`src/rtl/cfg_word_zero_cfg.svh`:
```
// Constants for the configuration word zero decoder.
// Operation
// Bit 15 set selects configuration data, clear selects command data.
// Without saved configuration, start in command mode with error code 6408h.
// Until valid configuration arrives, motor stays unpowered, motion commands ignored.
// Bit 14 set disables resonance suppression; clear keeps it active.
// Bit 13 enables stall detection; only meaningful with an attached encoder.
// Host programs encoder resolution as four times the line count.
// Bit 11 lets the network proximity flag take part in homing.
// Bit 10 enables quadrature encoder; clear means encoder absent.
// Host writes zero to reserved bit 9.
// Input three bits 8-6, input two bits 5-3, input one bits 2-0.
// Codes: general, CW limit, CCW limit, start, stop, e-stop, home, quadrature.
// General purpose inputs play no motion part but are still reported.
// With encoder, input three start code latches position on every edge.
// With encoder, input three stop code latches position on controlled stop.
// Home on any input with discrete sensors; only input three with encoder.
// Quadrature only on inputs one (channel A) and two (channel B).
// Host sets bit 10, both channels quadrature, and word 6 resolution.
// Quadrature on input three, or encoder without both channels, is invalid.
`ifndef CFG_WORD_ZERO_CFG_SVH
`define CFG_WORD_ZERO_CFG_SVH
`define CW0_MODE_BIT 15
`define CW0_NO_ANTIRES_BIT 14
`define CW0_STALL_BIT 13
`define CW0_PROX_BIT 11
`define CW0_ENC_BIT 10
`define CW0_RSVD_BIT 9
`define CW0_IN3_LSB 6
`define CW0_IN2_LSB 3
`define CW0_IN1_LSB 0
`define CW0_RESET 16'h0000
`define CFG_ERR_CODE 16'h6408
`define NO_ERR_CODE 16'h0000
`endif

```
`src/rtl/cfg_word_zero_pkg.sv`:
```
// Types shared by the configuration word zero decoder.
`default_nettype none
package cfg_word_zero_pkg;
    typedef enum logic [2:0] {
        FN_GENERAL = 3'h0,
        FN_CW_LIMIT = 3'h1,
        FN_CCW_LIMIT = 3'h2,
        FN_START = 3'h3,
        FN_STOP = 3'h4,
        FN_ESTOP = 3'h5,
        FN_HOME = 3'h6,
        FN_QUAD = 3'h7
    } input_fn_t;

    typedef struct packed {
        logic cw_limit;
        logic ccw_limit;
        logic start_move;
        logic stop_move;
        logic estop;
        logic home;
        logic quad;
    } fn_flags_t;

    typedef struct packed {
        logic antires_on;
        logic stall_on;
        logic prox_homing;
        logic encoder_on;
    } feature_t;
endpackage : cfg_word_zero_pkg
`default_nettype wire

```
`src/rtl/input_fn_decode.sv`:
```
// Decoder of one discrete input's function code into motion roles.
`default_nettype none
module input_fn_decode
    import cfg_word_zero_pkg::*;
(
    input wire logic [2:0] code,
    input wire logic level,
    output fn_flags_t roles,
    output logic motion_level
);
    // One-hot role flags from the function code; general purpose sets none.
    assign roles.cw_limit = (code == FN_CW_LIMIT);
    assign roles.ccw_limit = (code == FN_CCW_LIMIT);
    assign roles.start_move = (code == FN_START);
    assign roles.stop_move = (code == FN_STOP);
    assign roles.estop = (code == FN_ESTOP);
    assign roles.home = (code == FN_HOME);
    assign roles.quad = (code == FN_QUAD);
    // A general purpose input never reaches motion logic.
    assign motion_level = level & (code != FN_GENERAL);
endmodule : input_fn_decode
`default_nettype wire

```
`src/rtl/sync2.sv`:
```
// Two-flop synchroniser for the discrete input pins.
`default_nettype none
module sync2 #(
    parameter int WIDTH = 3
) (
    input wire logic clk,
    input wire logic rst_n,
    input wire logic [WIDTH-1:0] d,
    output logic [WIDTH-1:0] q
);
    logic [WIDTH-1:0] meta;

    // First stage feeds only the second stage.
    always_ff @(posedge clk) begin
        if (!rst_n) begin
            meta <= '0;
            q <= '0;
        end else begin
            meta <= d;
            q <= meta;
        end
    end
endmodule : sync2
`default_nettype wire

```
`src/rtl/stepper_config_word_zero_decode.sv`:
```
// Decoder of configuration word zero with input role routing and capture events.
`include "cfg_word_zero_cfg.svh"
`default_nettype none
module stepper_config_word_zero_decode
    import cfg_word_zero_pkg::*;
(
    input wire logic clk,
    input wire logic rst_n,
    input wire logic word_valid,
    input wire logic [15:0] word_data,
    input wire logic config_saved,
    input wire logic [2:0] input_pins,
    input wire logic motion_cmd,
    output logic [15:0] config_word_zero,
    output logic config_mode,
    output logic config_ok,
    output logic [15:0] error_code,
    output feature_t features,
    output logic motor_power,
    output logic motion_cmd_ok,
    output logic [2:0] input_report,
    output logic cw_limit,
    output logic ccw_limit,
    output logic start_move,
    output logic stop_move,
    output logic estop,
    output logic home,
    output logic enc_a,
    output logic enc_b,
    output logic capture_pulse,
    output logic launch_pulse
);
    logic [2:0] pins_s;
    logic [2:0] pins_d;
    logic [2:0] mlev;
    fn_flags_t r1;
    fn_flags_t r2;
    fn_flags_t r3;
    logic valid_q;
    logic mode_q;
    logic saved_seen;
    logic [15:0] next_word;
    logic next_valid;
    logic [2:0] f1;
    logic [2:0] f2;
    logic [2:0] f3;
    logic wf_enc;
    logic wf_in3_quad;
    logic wf_quad_bad;
    logic wf_home_bad;
    logic word_good;
    logic enc_mode;
    logic in3_edge;
    logic in3_rise;
    logic is_cfg_write;

    sync2 #(.WIDTH(3)) u_sync (
        .clk(clk),
        .rst_n(rst_n),
        .d(input_pins),
        .q(pins_s)
    );

    // Field split of the stored word, one function per input.
    assign f1 = config_word_zero[`CW0_IN1_LSB +: 3];
    assign f2 = config_word_zero[`CW0_IN2_LSB +: 3];
    assign f3 = config_word_zero[`CW0_IN3_LSB +: 3];

    input_fn_decode u_in1 (.code(f1), .level(pins_s[0]), .roles(r1), .motion_level(mlev[0]));
    input_fn_decode u_in2 (.code(f2), .level(pins_s[1]), .roles(r2), .motion_level(mlev[1]));
    input_fn_decode u_in3 (.code(f3), .level(pins_s[2]), .roles(r3), .motion_level(mlev[2]));

    // Validity check of an incoming word; quadrature is legal only on inputs one and two.
    assign wf_enc = word_data[`CW0_ENC_BIT];
    assign wf_in3_quad = (word_data[`CW0_IN3_LSB +: 3] == FN_QUAD);
    assign wf_quad_bad = wf_enc != ((word_data[`CW0_IN1_LSB +: 3] == FN_QUAD)
        && (word_data[`CW0_IN2_LSB +: 3] == FN_QUAD));
    // With an encoder, home is allowed on input three only.
    assign wf_home_bad = wf_enc && ((word_data[`CW0_IN1_LSB +: 3] == FN_HOME)
        || (word_data[`CW0_IN2_LSB +: 3] == FN_HOME));
    assign word_good = !wf_in3_quad && !wf_quad_bad && !wf_home_bad;
    assign is_cfg_write = word_valid && word_data[`CW0_MODE_BIT];

    // A bad configuration word is refused and leaves the device unconfigured.
    // A saved configuration is sampled in the first cycle after reset and counts as valid from the next cycle.
    // A write that lands in that same cycle still decides, so a bad word is never masked.
    always_comb begin
        next_word = config_word_zero;
        next_valid = valid_q || (config_saved && !saved_seen);
        if (is_cfg_write) begin
            if (word_good) begin
                next_word = word_data;
                next_valid = 1'b1;
            end else begin
                next_valid = 1'b0;
            end
        end
    end

    // Stored word and mode; the saved strap is sampled after reset release.
    always_ff @(posedge clk) begin
        if (!rst_n) begin
            config_word_zero <= `CW0_RESET;
            valid_q <= 1'b0;
            mode_q <= 1'b0;
            saved_seen <= 1'b0;
        end else begin
            config_word_zero <= next_word;
            valid_q <= next_valid;
            saved_seen <= 1'b1;
            if (word_valid) begin
                mode_q <= word_data[`CW0_MODE_BIT];
            end
        end
    end

    // Power-up in command mode with a configuration error until valid.
    assign config_mode = mode_q;
    assign config_ok = valid_q;
    assign error_code = valid_q ? `NO_ERR_CODE : `CFG_ERR_CODE;
    assign motor_power = valid_q;
    assign motion_cmd_ok = valid_q && motion_cmd && !mode_q;

    // Feature switches, gated by the configuration being valid.
    assign features.antires_on = valid_q && !config_word_zero[`CW0_NO_ANTIRES_BIT];
    assign enc_mode = valid_q && config_word_zero[`CW0_ENC_BIT];
    assign features.encoder_on = enc_mode;
    // Stall detection only counts when the encoder is present.
    assign features.stall_on = enc_mode && config_word_zero[`CW0_STALL_BIT];
    assign features.prox_homing = valid_q && config_word_zero[`CW0_PROX_BIT];

    // Inputs are always reported to the host, whatever function they carry.
    assign input_report = pins_s;

    // Motion role outputs, silenced until the configuration is valid.
    assign cw_limit = valid_q && |({r3.cw_limit, r2.cw_limit, r1.cw_limit} & mlev);
    assign ccw_limit = valid_q && |({r3.ccw_limit, r2.ccw_limit, r1.ccw_limit} & mlev);
    assign start_move = valid_q && |({r3.start_move, r2.start_move, r1.start_move} & mlev);
    assign stop_move = valid_q && |({r3.stop_move, r2.stop_move, r1.stop_move} & mlev);
    assign estop = valid_q && |({r3.estop, r2.estop, r1.estop} & mlev);
    // With an encoder input three alone acts as home, the index pulse.
    assign home = valid_q && (enc_mode ? (r3.home & mlev[2])
        : |({r3.home, r2.home, r1.home} & mlev));
    assign enc_a = enc_mode && r1.quad && pins_s[0];
    assign enc_b = enc_mode && r2.quad && pins_s[1];

    // Edge detector on the synchronised input three.
    always_ff @(posedge clk) begin
        if (!rst_n) begin
            pins_d <= 3'h0;
        end else begin
            pins_d <= pins_s;
        end
    end
    assign in3_edge = pins_s[2] ^ pins_d[2];
    assign in3_rise = pins_s[2] & !pins_d[2];

    // Capture on any edge for start code, on the stopping edge for stop code.
    // The stop capture uses the rising edge, as that is when the stop is triggered.
    always_ff @(posedge clk) begin
        if (!rst_n) begin
            capture_pulse <= 1'b0;
            launch_pulse <= 1'b0;
        end else begin
            capture_pulse <= enc_mode && ((r3.start_move && in3_edge)
                || (r3.stop_move && in3_rise));
            launch_pulse <= valid_q && r3.start_move && in3_rise;
        end
    end
endmodule : stepper_config_word_zero_decode
`default_nettype wire

```
`config.mk`:
```
export PLATFORM = sky130hd
export DESIGN_NAME = stepper_config_word_zero_decode
export DESIGN_NICKNAME = d
export VERILOG_FILES = /design/src/rtl/cfg_word_zero_pkg.sv /design/src/rtl/input_fn_decode.sv /design/src/rtl/sync2.sv /design/src/rtl/stepper_config_word_zero_decode.sv
export VERILOG_INCLUDE_DIRS = /design/src /design/src/rtl
export SDC_FILE = /design/constraint.sdc
export NUM_CORES = 1
export LEC_CHECK = 0
export BUFFER_PORTS_ARGS = -buffer_cell sky130_fd_sc_hd__buf_2
export CORE_UTILIZATION = 40
export CTS_CLUSTER_SIZE = 10
export DETAILED_ROUTE_END_ITERATION = 16
export PLACE_DENSITY = 0.73
export REMOVE_ABC_BUFFERS = 1
export SYNTH_ARGS = -nofsm -noshare
export SYNTH_HDL_FRONTEND = slang
export SYNTH_SLANG_ARGS = --single-unit
```
`constraint.sdc`:
```
create_clock -name clk -period 1.3 [get_ports clk]
set_input_delay 0.26 -clock clk [delete_from_list [all_inputs] [get_ports clk]]
set_output_delay 0.26 -clock clk [all_outputs]
set_load 0.01 [all_outputs]
```
# Word-level counts from Yosys, hierarchy flattened

Index checks and enable logic that the tools add are counted.
W data, S select, Z words.

Logic and storage cells: 99
Bits in registers: 30
Input bits: 24

Bitwise gates (word level): 12
Equality and inequality tests: 26
Reductions and logical operators: 47
Mux-type cells: 5

Operator list:

| kind                 | number |
|---|---|
| $eq A3 B3 Y1 const B | 16 |
| $logic_and A1 B1 Y1  | 27 |
| $and A3 B3 Y3        | 6 |
| $eq A3 B2 Y1 const B | 6 |
| $reduce_or A3 Y1     | 6 |
| $mux W15             | 1 |
| $eq A3 B1 Y1 const B | 3 |
| $reduce_bool A3 Y1   | 3 |
| $logic_not A1 Y1     | 7 |
| $and A1 B1 Y1        | 5 |
| $mux W1              | 4 |
| $logic_or A1 B1 Y1   | 3 |
| $reduce_and A2 Y1    | 1 |
| $ne A1 B1 Y1         | 1 |
| $xor A1 B1 Y1        | 1 |

# Longest topological paths before layout

Word-level depth: 8
Mapped depth: 5
Depth with buffers taken out: 5

# Hierarchy

Synthesis repeated with hierarchy kept, for this count alone.

Cells, all modules: 173
Area, all modules: 1525.2 um^2

By module, submodules not included:

| module                          | area an instance (um^2) | cells each | instances | seq. area each (um^2) |
|---|---|---|---|---|
| stepper_config_word_zero_decode | 1161.1                  | 137        | 1         | 440.4 |
| input_fn_decode                 | 68.8                    | 8          | 3         | 0.0 |
| sync2                           | 157.7                   | 12         | 1         | 120.1 |

# Least setup slack after synthesis

No wires, ideal clock.

Kind: register to output
Start point: register valid_q (netlist: config_ok)
End point: output port start_move
Arrival time: 1061 ps
Cell stages (with the launch flop): 3
Required time: 1040 ps
Slack: -21 ps
Buffers on the path: 0
Cell sequence: dfxtp_1 -> clkinv_1 -> a21oi_1

Word-level cells in the longest chain between the ends: 1

Ends and longest elaborated chain:

| what                   | line                                   | RTL |
|---|---|---|
| from (decl)            | stepper_config_word_zero_decode.sv:39  | `logic valid_q;` |
| from (signal assigned) | stepper_config_word_zero_decode.sv:109 | `valid_q <= next_valid;` |
| $logic_and A1 B1 Y1    | stepper_config_word_zero_decode.sv:138 | `assign start_move = valid_q && \|({r3.start_move, r2.start_move, r1.start_move} & mlev);` |
| to (decl)              | stepper_config_word_zero_decode.sv:24  | `output logic start_move,` |

No other way between the ends.

# Worst setup path in the final report

Start point: register config_word_zero[3]
End point: output port start_move

Word-level cells in the longest chain between the ends: 5
Elaborated cells between the ends (all ways): 6
Those cells by class: eq/ne: 1; bitwise: 2; reduce/logical: 3

Ends and longest elaborated chain:

| what                   | line                                   | RTL |
|---|---|---|
| from (decl)            | stepper_config_word_zero_decode.sv:14  | `output logic [15:0] config_word_zero,` |
| from (signal assigned) | stepper_config_word_zero_decode.sv:103 | `` config_word_zero <= `CW0_RESET; `` |
| from (signal assigned) | stepper_config_word_zero_decode.sv:108 | `config_word_zero <= next_word;` |
| $reduce_bool A3 Y1     | input_fn_decode.sv:20                  | `assign motion_level = level & (code != FN_GENERAL);` |
| $and A1 B1 Y1          | input_fn_decode.sv:20                  |  |
| $and A3 B3 Y3 *        | stepper_config_word_zero_decode.sv:138 |  |
| $reduce_or A3 Y1 *     | stepper_config_word_zero_decode.sv:138 |  |
| $logic_and A1 B1 Y1 *  | stepper_config_word_zero_decode.sv:138 |  |

Mark *: on every way between the ends. The rest lies on a longest branch, timed or not.

==> metrics.yaml <==
cts-buffers-inserted: 3
ff2ff_setup_slack_ps: 120
synthDominantCellAreaShare_pct: 37.9
setup_viol_count_final: 9
placement.cell_area_um2: 1900
p_leak_uw: 0.00103
worstPathMaxFanout: 6
drt_iter0_drc: 125
synthesis.instances: 179
drive_gt1_share_pct: 52.7
yosys.cell_count.top_type: "nand2_1"
share_clk_of_total_power_pct: 29.7
hp-start: "input_pins[1]"
n_fill_cell: 298
worstHoldPathType: "input pin to flip-flop"
cap_violations: 0
clk-insertion-delay-late_ps: 270
grt_start_max_net_pins: 44
pwr-share-seq_pct: 51.6
synth-seq-cells: 28
cts_htree_levels: 1
synth-warning-count: 0
timing.hold.worst_path_depth: 2
critical_path_class: "flip-flop to output pin"
cp.required_ps: 1040
power_density_nw_per_um2: 794
n_antenna_cell: 0
vias: 1501
failed_checks: "setup timing"
placementRows: 21
post_synth_main_area_contributors: "dfxtp_1, buf_4, mux2i_1"
final_hold_viol_count: 0
placedCellCount: 295
design_area_um2: 2250
synth-async-reset-ratio_pct: 0
port_buffers: 64
hold_end: "u_sync.meta[1]$_SDFF_PN0_"
internal-power_uw: 1320
largest_vdd_supply_drop_v: 0.000625
number_of_buffers_inserted_by_hold_repair_at_cts: 0
dieArea_um2: 3940
syn_avg_cell_area_um2: 8.26
drt.antenna.violating_nets: 0
timing.final.max_slew_violations: 0
ioPinCount: 77
clock_pin_slew_on_the_worst_setup_and_hold_paths_ps: 90
synthDominantAreaCellType: "dfxtp_1"
num-nets-final: 286
ys_dominant_reg_cell: "dfxtp_1"
ys_seq_area_share_pct: 37.9
placeableCoreArea_um2: 3440
globalplace.congestion: 0.860
tritoncts_clock_tree: "built"
timing.critical_path.arrival_ps: 1330
switching_part_of_the_total_pct: 26.0
grt_setup_unrepaired: "true"
routed_vias_inst: 4.91
worst_clock_skew_ps: 2.45
critPathCaptureType: "output pin"
initial_core_util_pct: 42.9
detail_route.wirelength_um: 3870
globalRouteOverflowTotal: 0
clock_sinks: 28
chipHeight_um: 62.8
ff2ff_path_depth: 4
synthTopCellsByCount: "nand2_1, dfxtp_1, buf_4"
stdcell_count: 306
syn_area_um2: 1480
critical_register_to_register_path_startpoint: "u_sync.q[2]$_SDFF_PN0_"
synth_edf_count: 0
first_global_vias: 1327
achievable-frequency_mhz: 630
comb_power_share_pct: 18.8
yosysUniqueCellTypes: 30
netSwitchingPower_uw: 464
worstReg2RegEnd: "capture_pulse$_SDFF_PN0_"
cts_buffer_depth: 2
dp_hpwl_um: 2520
final_min_period_over_clock_period_pct: 122
die_x_um: 62.8
clockRootBuffer: "clkbuf_8"
finalCriticalPeriod_ps: 1590
outcome: "finished, violations left"
postLayoutCoreUtil_pct: 65.4
count_of_unresolved_drc_violations_after_routing: 0
wl_per_instance_um: 12.6
grt_antenna_before_repair: 0
post-route-worst-setup-slack_ps: -288
grt_pass1_wl_um: 5610
area_added_between_synthesis_and_finish_pct: 52.2
grt.total_usage_pct: 17.8
critical_path.startpoint_type: "flip-flop"
dp_slack_ps: -78.9
firstDrtPassIters: 4
critical path, cell delays in order (launching register included):
cell     delay [ps]
dfxtp_2         400
nand2_2          70
o32a_1          320
a21oi_2         120
buf_2           130
power groups by stage:
stage	Clock (µW)	Combinational, µW	Sequential [µW]
after detailed placement	0	277	937
after CTS	558	288	916
after global placement	0	273	936
final	530	335	921
after floorplan	0	102	950
after global routing	570	365	926
layer usage:
layer,track usage [%],share of wire [%],vias up
li1,-,-,740
met1,20.5,42,685
met2,30.8,50,70
met3,5.84,6.7,6
met4,5.23,1.3,0
met5,0,0,-
worst max-delay path by stage:
stage | startpoint | end | slack (ps) | cells after the start
after floorplan | config_ok$_SDFF_PN0_ | start_move | -300 | 2
after global placement | config_word_zero[3]$_SDFFE_PN0P_ | start_move | -50 | 4
after detailed placement | word_data[7] | config_word_zero[6]$_SDFFE_PN0P_ | -80 | 6
after CTS | u_sync.q[1]$_SDFF_PN0_ | start_move | -290 | 4
after global routing | u_sync.q[1]$_SDFF_PN0_ | ccw_limit | -380 | 5
final | config_word_zero[3]$_SDFFE_PN0P_ | start_move | -290 | 4
cell families (layout without fill, tap and decap cells):
logic type                 after synthesis  count (layout)  synth area share (%)
AOI/OAI and AO/OA                       12              12                  5.50
adders and majority gates                1               1                 0.847
buffers and inverters                   31             101                  13.7
DFF                                     28              28                  37.9
muxes                                   15              15                  10.2
other                                    1              12                 0.254
and+or+nand+nor                         91              91                  31.6
area by class of cell:
class | instances | area (µm²) | share of cell area, %
repair buffers | 91 | 604 | 26.9
well taps | 46 | 57.6 | 2.56
repair inverters | 1 | 8.76 | 0.389
inverters | 5 | 31.3 | 1.39
clock buffers | 4 | 55.1 | 2.45
multi-input cells | 131 | 897 | 39.9
flip-flops and latches | 28 | 596 | 26.5
repair_timing:
| action | CTS | global route |
|---|---|---|
| buffers inserted | 3 | 3 |
| resized for setup | 27 | 36 |
| pin swaps | 8 | 9 |
| endpoints found under the setup margin | 17 | 14 |
| cloned | 0 | 1 |
metrics by stage:
| stage | total power (µW) | TNS, ps | hold slack, ps |
|---|---|---|---|
| after floorplan | 1050 | -3870 | 288 |
| after global placement | 1210 | -524 | 416 |
| after detailed placement | 1210 | -964 | 421 |
| after CTS | 1760 | -1830 | 178 |
| after global routing | 1860 | -2580 | 186 |
| final | 1790 | -1770 | 187 |
sequential cells by signal (all words and copies together) (netlist names):
signal            cells
config_word_zero     16
saved_seen            1
u_sync.q              3
launch_pulse          1
capture_pulse         1
config_ok             1
config_mode           1
pins_d                1
u_sync.meta           3
placed cells by master (no fill, tap or decap), types with 2 or more instances in the layout:
master	count
a21oi_1	2
a21oi_2	2
and2_1	7
buf_12	3
buf_2	60
buf_4	19
buf_6	9
clkbuf_8	4
conb_1	12
dfxtp_1	14
dfxtp_2	7
dfxtp_4	7
inv_1	3
mux2i_1	15
nand2_1	35
nand2_2	2
nand3_1	4
nand4b_1	3
nor2_1	11
nor3_1	6
nor3_2	4
nor3_4	2
nor3b_2	4
nor4b_2	2
nor4bb_4	2
o21a_1	3
Note: power is estimated with default switching activity, not from simulation.
